**src/hw/pdx_pkg.sv**
```systemverilog
// package: control word layout, bus map, reset values and decode tables
package pdx_pkg;

  // register bus shape and map
  localparam int          ADDR_W        = 4;
  localparam int          DATA_W        = 8;
  localparam logic [3:0]  CTRL_LAST_ADR = 4'h7;  // control bytes sit at 0..7
  localparam logic [3:0]  STATUS_ADR    = 4'h8;
  localparam logic [63:0] CTRL_RESET    = 64'h0000_0000_0000_0000;
  localparam logic [7:0]  RDATA_RESET   = 8'h00;

  // field positions in the 64-bit control word
  localparam int REF_LSB   = 0;
  localparam int REF_W     = 12;
  localparam int SHUT_BIT  = 13;
  localparam int POSTA_LSB = 16;
  localparam int POSTB_LSB = 18;
  localparam int POSTC_LSB = 20;
  localparam int FB_LSB    = 24;
  localparam int FB_W      = 14;
  localparam int FB_A_W    = 3;
  localparam int XDIV_LSB  = 49;
  localparam int PUMP_LSB  = 52;
  localparam int POL_BIT   = 54;
  localparam int XPD_BIT   = 55;
  localparam int TRIM_LSB  = 56;
  localparam int FINE_BIT  = 61;

  // reserved bits always held at zero
  localparam logic [63:0] RSV_MASK = 64'h0000_0000_00c0_0000;

  // fields that straddle a byte boundary commit on their upper byte
  localparam logic [2:0]  REF_HI_BYTE  = 3'h1;
  localparam logic [2:0]  REF_LO_BYTE  = 3'h0;
  localparam logic [2:0]  FB_HI_BYTE   = 3'h4;
  localparam logic [2:0]  FB_LO_BYTE   = 3'h3;
  localparam logic [63:0] REF_LO_MASK  = 64'h0000_0000_0000_00ff;
  localparam logic [63:0] FB_LO_MASK   = 64'h0000_0000_ff00_0000;
  localparam logic [63:0] BYTE0_MASK   = 64'h0000_0000_0000_00ff;

  // status register bit positions
  localparam int ST_PEND_REF = 0;
  localparam int ST_PEND_FB  = 1;
  localparam int ST_OSC_PD   = 2;
  localparam int ST_XPD      = 3;
  localparam int ST_SHUT     = 4;

  localparam logic [2:0] XDIV_OFF_CODE = 3'h7;

  // post stage ratios
  localparam logic [3:0] POST_A_TAB [0:3] = '{4'h1, 4'h2, 4'h4, 4'h8};
  localparam logic [3:0] POST_BC_TAB[0:3] = '{4'h1, 4'h3, 4'h5, 4'h4};

  // crystal pump current in tenths of a microamp
  localparam logic [7:0] PUMP_TAB[0:3] = '{8'h0f, 8'h32, 8'h50, 8'hf0};

  // crystal loop divide ratio, last code is oscillator power-down
  localparam logic [11:0] XDIV_TAB[0:7] = '{12'h001, 12'hc00, 12'hc54, 12'h97e,
                                           12'h9c4, 12'hfa0, 12'hd2f, 12'h000};

  // load capacitance in hundredths of a picofarad
  localparam logic [11:0] CAP_TAB[0:15] = '{12'h3e8, 12'h43c, 12'h491, 12'h4e5,
                                           12'h53a, 12'h58e, 12'h5e2, 12'h637,
                                           12'h68b, 12'h6df, 12'h733, 12'h788,
                                           12'h7dd, 12'h831, 12'h885, 12'h8da};

endpackage

```
**src/hw/pdx_clock_config.sv**
```systemverilog
// clock generator divider and crystal loop configuration block
//
// How it works
// - reference divide count is control bits 11..0, divides reference ticks.
// - feedback count bits 37..24; low three bits A value, upper eleven M value.
// - bits 53..52 pick crystal pump current 1.5, 5, 8, 24 microamps.
// - bits 51..49 pick crystal loop divide ratio from fixed table.
// - all-ones divider select powers down the crystal oscillator.
// - bit 61 enables crystal loop fine tuning.
// - bit 54 sets crystal loop tune polarity.
// - bit 55 powers down the crystal loop.
// - bits 59..56 pick one of sixteen load capacitance steps.
// - bit 13 shuts down the main loop.
//
// Our own choices: strobed register access and the address map.
`timescale 1ns/1ps
module pdx_clock_config (
  input  wire logic                      i_clock,
  input  wire logic                      i_rst,
  input  wire logic [pdx_pkg::ADDR_W-1:0] i_addr,
  input  wire logic [pdx_pkg::DATA_W-1:0] i_wdata,
  input  wire logic                      i_wr,
  input  wire logic                      i_rd,
  output logic      [pdx_pkg::DATA_W-1:0] o_rdata,
  input  wire logic                      i_ref_tick,
  input  wire logic                      i_vco_tick,
  output logic                           o_pd_ref_tick,
  output logic                           o_post_tick,
  output logic      [11:0]               o_ref_divide_count,
  output logic                           o_main_loop_shutdown,
  output logic      [2:0]                o_fb_a_count,
  output logic      [10:0]               o_fb_m_count,
  output logic      [3:0]                o_post_stage_a,
  output logic      [3:0]                o_post_stage_b,
  output logic      [3:0]                o_post_stage_c,
  output logic      [7:0]                o_post_ratio_total,
  output logic      [1:0]                o_xtal_pump_current,
  output logic      [7:0]                o_xtal_pump_tenth_ua,
  output logic      [2:0]                o_xtal_divider_select,
  output logic      [11:0]               o_xtal_divide_ratio,
  output logic                           o_xtal_osc_powerdown,
  output logic                           o_xtal_fine_tune_enable,
  output logic                           o_xtal_tune_polarity,
  output logic                           o_xtal_loop_powerdown,
  output logic      [3:0]                o_crystal_load_trim,
  output logic      [11:0]               o_load_cap_centi_pf
);

  typedef struct packed {
    logic [63:0] stage;      // bytes as written by the host
    logic [63:0] active;     // settings in force
    logic [7:0]  rdata;
    logic        pend_ref;
    logic        pend_fb;
    logic [3:0]  post_a;
    logic [3:0]  post_b;
    logic [3:0]  post_c;
    logic [7:0]  post_total;
    logic [7:0]  pump_ua;
    logic [11:0] xdiv;
    logic        osc_pd;
    logic [11:0] cap;
  } pdx_state_type;

  pdx_state_type st_r;
  pdx_state_type st_nxt;

  // bits that become active when control byte k is written
  function automatic logic [63:0] commit_mask(input logic [2:0] k);
    logic [63:0] m;
    m = pdx_pkg::BYTE0_MASK << (8 * k);
    // low bytes of split fields only stage, nothing goes live yet
    if ((k == pdx_pkg::REF_LO_BYTE) || (k == pdx_pkg::FB_LO_BYTE)) begin
      m = 64'h0;
    end
    if (k == pdx_pkg::REF_HI_BYTE) begin
      m = m | pdx_pkg::REF_LO_MASK;
    end
    if (k == pdx_pkg::FB_HI_BYTE) begin
      m = m | pdx_pkg::FB_LO_MASK;
    end
    return m;
  endfunction

  logic [2:0]  wr_byte;
  logic [63:0] wr_stage;
  logic [63:0] act;
  logic [7:0]  status;

  assign wr_byte = i_addr[2:0];

  // status view of the block's own state
  always_comb begin
    status                       = 8'h00;
    status[pdx_pkg::ST_PEND_REF] = st_r.pend_ref;
    status[pdx_pkg::ST_PEND_FB]  = st_r.pend_fb;
    status[pdx_pkg::ST_OSC_PD]   = st_r.osc_pd;
    status[pdx_pkg::ST_XPD]      = st_r.active[pdx_pkg::XPD_BIT];
    status[pdx_pkg::ST_SHUT]     = st_r.active[pdx_pkg::SHUT_BIT];
  end

  // bus writes, field commit, read data and decoded settings
  always_comb begin
    st_nxt   = st_r;
    wr_stage = st_r.stage;
    act      = st_r.active;
    if (i_wr && (i_addr <= pdx_pkg::CTRL_LAST_ADR)) begin
      wr_stage[8*wr_byte +: 8] = i_wdata;
      wr_stage                 = wr_stage & ~pdx_pkg::RSV_MASK;
      act = (act & ~commit_mask(wr_byte)) | (wr_stage & commit_mask(wr_byte));
      if (wr_byte == pdx_pkg::REF_LO_BYTE) begin
        st_nxt.pend_ref = 1'b1;
      end else if (wr_byte == pdx_pkg::REF_HI_BYTE) begin
        st_nxt.pend_ref = 1'b0;
      end
      if (wr_byte == pdx_pkg::FB_LO_BYTE) begin
        st_nxt.pend_fb = 1'b1;
      end else if (wr_byte == pdx_pkg::FB_HI_BYTE) begin
        st_nxt.pend_fb = 1'b0;
      end
    end
    st_nxt.stage  = wr_stage;
    st_nxt.active = act;

    // read answer stands one cycle after the strobe, zero otherwise
    st_nxt.rdata = 8'h00;
    if (i_rd) begin
      if (i_addr <= pdx_pkg::CTRL_LAST_ADR) begin
        st_nxt.rdata = st_r.stage[8*wr_byte +: 8];
      end else if (i_addr == pdx_pkg::STATUS_ADR) begin
        st_nxt.rdata = status;
      end
    end

    // decoded views of the active word
    st_nxt.post_a = pdx_pkg::POST_A_TAB[act[pdx_pkg::POSTA_LSB +: 2]];
    st_nxt.post_b = pdx_pkg::POST_BC_TAB[act[pdx_pkg::POSTB_LSB +: 2]];
    st_nxt.post_c = pdx_pkg::POST_BC_TAB[act[pdx_pkg::POSTC_LSB +: 2]];
    st_nxt.post_total = 8'({4'h0, st_nxt.post_a} * st_nxt.post_b * st_nxt.post_c);
    st_nxt.pump_ua = pdx_pkg::PUMP_TAB[act[pdx_pkg::PUMP_LSB +: 2]];
    st_nxt.xdiv    = pdx_pkg::XDIV_TAB[act[pdx_pkg::XDIV_LSB +: 3]];
    st_nxt.osc_pd  = (act[pdx_pkg::XDIV_LSB +: 3] == pdx_pkg::XDIV_OFF_CODE);
    st_nxt.cap     = pdx_pkg::CAP_TAB[act[pdx_pkg::TRIM_LSB +: 4]];
  end

  // state register
  always_ff @(posedge i_clock or posedge i_rst) begin
    if (i_rst) begin
      st_r.stage      <= pdx_pkg::CTRL_RESET;
      st_r.active     <= pdx_pkg::CTRL_RESET;
      st_r.rdata      <= pdx_pkg::RDATA_RESET;
      st_r.pend_ref   <= 1'b0;
      st_r.pend_fb    <= 1'b0;
      st_r.post_a     <= pdx_pkg::POST_A_TAB[0];
      st_r.post_b     <= pdx_pkg::POST_BC_TAB[0];
      st_r.post_c     <= pdx_pkg::POST_BC_TAB[0];
      st_r.post_total <= 8'h01;
      st_r.pump_ua    <= pdx_pkg::PUMP_TAB[0];
      st_r.xdiv       <= pdx_pkg::XDIV_TAB[0];
      st_r.osc_pd     <= 1'b0;
      st_r.cap        <= pdx_pkg::CAP_TAB[0];
    end else begin
      st_r <= st_nxt;
    end
  end

  // read data, settings from the active word and their registered decoded views
  assign o_rdata                 = st_r.rdata;
  assign o_ref_divide_count      = st_r.active[pdx_pkg::REF_LSB +: pdx_pkg::REF_W];
  assign o_main_loop_shutdown    = st_r.active[pdx_pkg::SHUT_BIT];
  assign o_fb_a_count            = st_r.active[pdx_pkg::FB_LSB +: pdx_pkg::FB_A_W];
  assign o_fb_m_count            = st_r.active[pdx_pkg::FB_LSB + pdx_pkg::FB_A_W +:
                                               pdx_pkg::FB_W - pdx_pkg::FB_A_W];
  assign o_post_stage_a          = st_r.post_a;
  assign o_post_stage_b          = st_r.post_b;
  assign o_post_stage_c          = st_r.post_c;
  assign o_post_ratio_total      = st_r.post_total;
  assign o_xtal_pump_current     = st_r.active[pdx_pkg::PUMP_LSB +: 2];
  assign o_xtal_pump_tenth_ua    = st_r.pump_ua;
  assign o_xtal_divider_select   = st_r.active[pdx_pkg::XDIV_LSB +: 3];
  assign o_xtal_divide_ratio     = st_r.xdiv;
  assign o_xtal_osc_powerdown    = st_r.osc_pd;
  assign o_xtal_fine_tune_enable = st_r.active[pdx_pkg::FINE_BIT];
  assign o_xtal_tune_polarity    = st_r.active[pdx_pkg::POL_BIT];
  assign o_xtal_loop_powerdown   = st_r.active[pdx_pkg::XPD_BIT];
  assign o_crystal_load_trim     = st_r.active[pdx_pkg::TRIM_LSB +: 4];
  assign o_load_cap_centi_pf     = st_r.cap;

  logic post_ab_tick;
  logic post_bc_tick;

  // reference divider ahead of the phase detector
  pdx_tick_divider #(.W(pdx_pkg::REF_W)) u_ref_div (
    .i_clock (i_clock),
    .i_rst   (i_rst),
    .i_tick  (i_ref_tick),
    .i_ratio (o_ref_divide_count),
    .o_tick  (o_pd_ref_tick)
  );

  // three post stages in cascade
  pdx_tick_divider #(.W(4)) u_post_a (
    .i_clock (i_clock),
    .i_rst   (i_rst),
    .i_tick  (i_vco_tick),
    .i_ratio (st_r.post_a),
    .o_tick  (post_ab_tick)
  );

  pdx_tick_divider #(.W(4)) u_post_b (
    .i_clock (i_clock),
    .i_rst   (i_rst),
    .i_tick  (post_ab_tick),
    .i_ratio (st_r.post_b),
    .o_tick  (post_bc_tick)
  );

  pdx_tick_divider #(.W(4)) u_post_c (
    .i_clock (i_clock),
    .i_rst   (i_rst),
    .i_tick  (post_bc_tick),
    .i_ratio (st_r.post_c),
    .o_tick  (o_post_tick)
  );

endmodule

```
**src/hw/pdx_tick_divider.sv**
```systemverilog
// tick divider: passes one enable pulse out of every ratio pulses in
`timescale 1ns/1ps
module pdx_tick_divider #(
  parameter int W = 12
) (
  input  wire logic         i_clock,
  input  wire logic         i_rst,
  input  wire logic         i_tick,
  input  wire logic [W-1:0] i_ratio,
  output logic              o_tick
);

  typedef struct packed {
    logic [W-1:0] count;
    logic         tick;
  } pdx_div_state_type;

  pdx_div_state_type st_r;
  pdx_div_state_type st_nxt;

  // count input ticks, wrap at ratio; ratio 0 behaves as 1
  always_comb begin
    st_nxt      = st_r;
    st_nxt.tick = 1'b0;
    if (i_tick) begin
      if ((i_ratio <= W'(1)) || (st_r.count >= i_ratio - W'(1))) begin
        st_nxt.count = '0;
        st_nxt.tick  = 1'b1;
      end else begin
        st_nxt.count = st_r.count + W'(1);
      end
    end
  end

  // state register
  always_ff @(posedge i_clock or posedge i_rst) begin
    if (i_rst) begin
      st_r <= '0;
    end else begin
      st_r <= st_nxt;
    end
  end

  assign o_tick = st_r.tick;

endmodule
```
**config.mk**
```make
export PLATFORM = sky130hd
export DESIGN_NAME = pdx_clock_config
export DESIGN_NICKNAME = d
export VERILOG_FILES = /design/src/hw/pdx_pkg.sv /design/src/hw/pdx_clock_config.sv /design/src/hw/pdx_tick_divider.sv
export SDC_FILE = /design/constraint.sdc
export NUM_CORES = 1
export LEC_CHECK = 0
export ABC_CLOCK_PERIOD_IN_PS = 6000
export BUFFER_PORTS_ARGS = -buffer_cell sky130_fd_sc_hd__buf_2
export CORE_AREA = 2 2 139 141
export CTS_CLUSTER_SIZE = 12
export DETAILED_ROUTE_END_ITERATION = 10
export DIE_AREA = 0 0 141 143
export PLACE_DENSITY = 0.86
export SLEW_MARGIN = 20
export SYNTH_ARGS = -nofsm -noshare
export SYNTH_HDL_FRONTEND = slang
export SYNTH_SLANG_ARGS = --single-unit
```
**constraint.sdc**
```tcl
create_clock -name i_clock -period 6 [get_ports i_clock]
set_clock_uncertainty 0.1 [all_clocks]
set_input_delay 0.3 -clock i_clock [delete_from_list [all_inputs] [get_ports i_clock]]
set_output_delay 0.3 -clock i_clock [all_outputs]
set_load 0.01 [all_outputs]
```
==> flow_metrics.tcl <==
set metrics [dict create \
    synth-seq-cells 189 \
    combinationalPowerShare_pct 21.4 \
    firstDrtPassIters 8 \
    hold_violations 0 \
    p_int_w 0.00245 \
    synthArstFlopShare_pct 100 \
    design_area_um2 11700 \
    clk_pin_slew_ps 70 \
    die-area_um2 20200 \
    drv_cap 0 \
    r2r-end "o_post_ratio_total[7]" \
    tritoncts "built" \
    rsz0062_at_grt "false" \
    critPathLaunch "i_addr[0]" \
    place_area_um2 11100 \
    grt_usage_pct 25.4 \
    r2r-start "st_r[146]" \
    core_area_um2 18600 \
    hp-class "primary input to flip-flop" \
    num_io_pins 120 \
    post-route-drc-count 0 \
    status "finished clean" \
    dp_hpwl_mm 17.9 \
    htree_levels 4 \
    synthCells 1115 \
    gp_congestion 1.01 \
    ys_types 66 \
    pwr-share-seq_pct 45.0 \
    multi_input_comb_area_um2 5080 \
    wl_per_cell_um 18.0 \
    grt_pass1_wl_mm 39.9 \
    via_per_inst 5.75 \
    p_leak_nw 5.90 \
    drt_iter0_drc 611 \
    finalCritPeriodShare_pct 92.1 \
    layout_commonest_cell "dfrtp_1" \
    portBuffers 117 \
    clockRootBuffer "clkbuf_16" \
    cts_buffer_depth 2 \
    vdd_ir_drop_max_v 0.000203 \
    cts_buffers 17 \
    synth_warnings 0 \
    path_class "primary input to flip-flop" \
    grt_max_degree 129 \
    fmax_ghz 0.181 \
    antenna_found_initial 0 \
    path_max_fanout 10 \
    finalPower_w 0.00356 \
    relSlewSlack_pct 28.9 \
    worstMarginPinSlew_ps 1060 \
    initial_core_util_pct 58.9 \
    first_global_vias 7742 \
    vias 7955 \
    rrSetupSlack_ps 1030 \
    insertion_delay_ps 440 \
    fillCellCount 1469 \
    syn_area_um2 11000 \
    power_switching_share_pct 31.0 \
    slew_violations 0 \
    antennaDiodeCount 0 \
    numClockSinks 189 \
    mostFrequentLayoutCells "dfrtp_1, nand2_1, buf_2" \
    routed_wl_mm 24.8 \
    seq_area_frac_synth_pct 43.3 \
    rows 50 \
    fin_crit_ps 5520 \
    critPathLaunchType "primary input" \
    crit_required_ps 6270 \
    synth-edff-count 0 \
    yosysTopAreaCell "dfrtp_1" \
    syn_avg_cell_area_um2 9.82 \
    synth_top_area_share_pct 40.2 \
    clkPwrFrac_pct 33.6 \
    fin_nets 1239 \
    overflow 0 \
    setup.worst_path.end_class "flip-flop" \
    synthTopCellsByArea "dfrtp_1, ha_1, buf_4, nand2_1, o21ai_0" \
    fp.dieW_um 141 \
    drive_gt1_share_pct 21.1 \
    cp-endpoint "o_post_ratio_total[7]" \
    synth-main-ff-cell "dfrtp_1" \
    dieHeight_um 143 \
    ff_latch_area_um2 4750 \
    p_sw_w 0.00110 \
    area_delta_synth_final_pct 6.96 \
    holdWs_ps 19.1 \
    p_per_area_nw_per_um2 304 \
    rr_worst_depth 20 \
    worstPathArrival_ps 5790 \
    finalSetupViolations 0 \
    final_antenna_net_count 0 \
]
-- cell usage after synthesis, types with 6 or more instances --
| library cell | number |
|---|---|
| dfrtp_1 | 176 |
| nand2_1 | 132 |
| buf_4 | 96 |
| nor2_1 | 87 |
| o21ai_0 | 83 |
| ha_1 | 78 |
| inv_1 | 61 |
| a21oi_1 | 56 |
| mux2i_1 | 31 |
| nand3_1 | 29 |
| mux2_2 | 22 |
| clkbuf_1 | 20 |
| xnor2_1 | 18 |
| mux4_2 | 15 |
| nand2b_1 | 15 |
| a21o_1 | 14 |
| and3_1 | 14 |
| buf_2 | 14 |
| dfstp_2 | 13 |
| nor3_1 | 13 |
| nor2b_1 | 12 |
| xor2_1 | 12 |
| and2_1 | 7 |
| fa_1 | 7 |
| o21ai_1 | 6 |
| o31ai_1 | 6 |
-- metrics by stage --
step / setup TNS, ps / cells / utilization [%] / setup slack [ps]
3_3_place_gp: 0 / 1350 / 59.6 / 112
6_report: 0 / 1383 / 63.0 / 476
4_1_cts: 0 / 1383 / 63.0 / 370
3_5_place_dp: -90.0 / 1350 / 59.6 / -90.0
2_1_floorplan: 0 / 1116 / - / 25.5
5_1_grt: 0 / 1383 / 63.0 / 133
-- repair_timing --
action | in CTS | in global routing
hold endpoints to repair | 16 | 0
setup buffers | 0 | 0
endpoints found under the setup margin | 0 | 1
resized for setup | 0 | 1
hold buffers | 1 | 0
-- worst max-delay path: stages --
cell      delay (ps)
buf_2            150
inv_1            100
ha_1             250
ha_1             330
o311ai_4         160
mux2i_1          300
nor2_1            70
a21oi_2          240
nand2_1          180
nor2_1           120
ha_1             260
fa_1             610
ha_1             240
a21o_1           170
a21oi_1          220
xor2_1           280
nor2_1            90
ha_1             280
inv_1             50
fa_1             530
inv_1             50
ha_1             320
a21oi_1          170
xnor2_1          160
xnor2_1          140
-- cells by family (layout without fill, tap and decap cells) --
logic type / after synthesis / count (layout) / share of synthesized area [%]
fa+ha+maj: 85 / 85 / 10.2
flops: 189 / 189 / 43.3
simple gates: 344 / 344 / 14.6
mux: 69 / 69 / 8.28
buf+inv: 197 / 230 / 10.5
xor+xnor: 30 / 30 / 2.40
other cells: 1 / 2 / 0.0342
compound gates: 200 / 200 / 10.7
-- power groups by stage --
stage               sequential [W]  combinational (W)  clock [W]
global placement           0.00161           0.000716          0
detailed placement         0.00162           0.000752          0
CTS                        0.00160           0.000765    0.00121
global route               0.00162           0.000853    0.00127
finish                     0.00160           0.000761    0.00119
floorplan                  0.00157           0.000645          0
-- worst min path at each step --
stage          startpoint          endpoint  slack, ps  depth (start not counted)
2_1_floorplan  i_vco_tick  u_post_a.st_r[1]        290                          1
3_3_place_gp    flip-flop         flip-flop        360                          2
3_5_place_dp    flip-flop         flip-flop        370                          2
4_1_cts        i_vco_tick  u_post_a.st_r[1]         20                          2
5_1_grt        i_vco_tick  u_post_a.st_r[1]         30                          2
6_report       i_vco_tick  u_post_a.st_r[1]         20                          2
-- layer usage --
metal	wire length [um]	vias up	part of all wire, %	global-route usage [%]
met4	1140	0	4.6	12.1
met5	0	-	0	0
met1	9620	3791	39	31.2
li1	-	3737	-	-
met3	1700	85	6.8	5.33
met2	12400	342	50	43.3
-- layout make-up --
class	count	share of cell area (%)
inverters	63	2.13
clock inverters	13	1.53
well taps	234	2.50
repair buffers	135	6.17
flip-flops and latches	189	40.5
multi-input cells	730	43.4
clock buffers	19	3.78
Power figures use the tool's default switching activity.
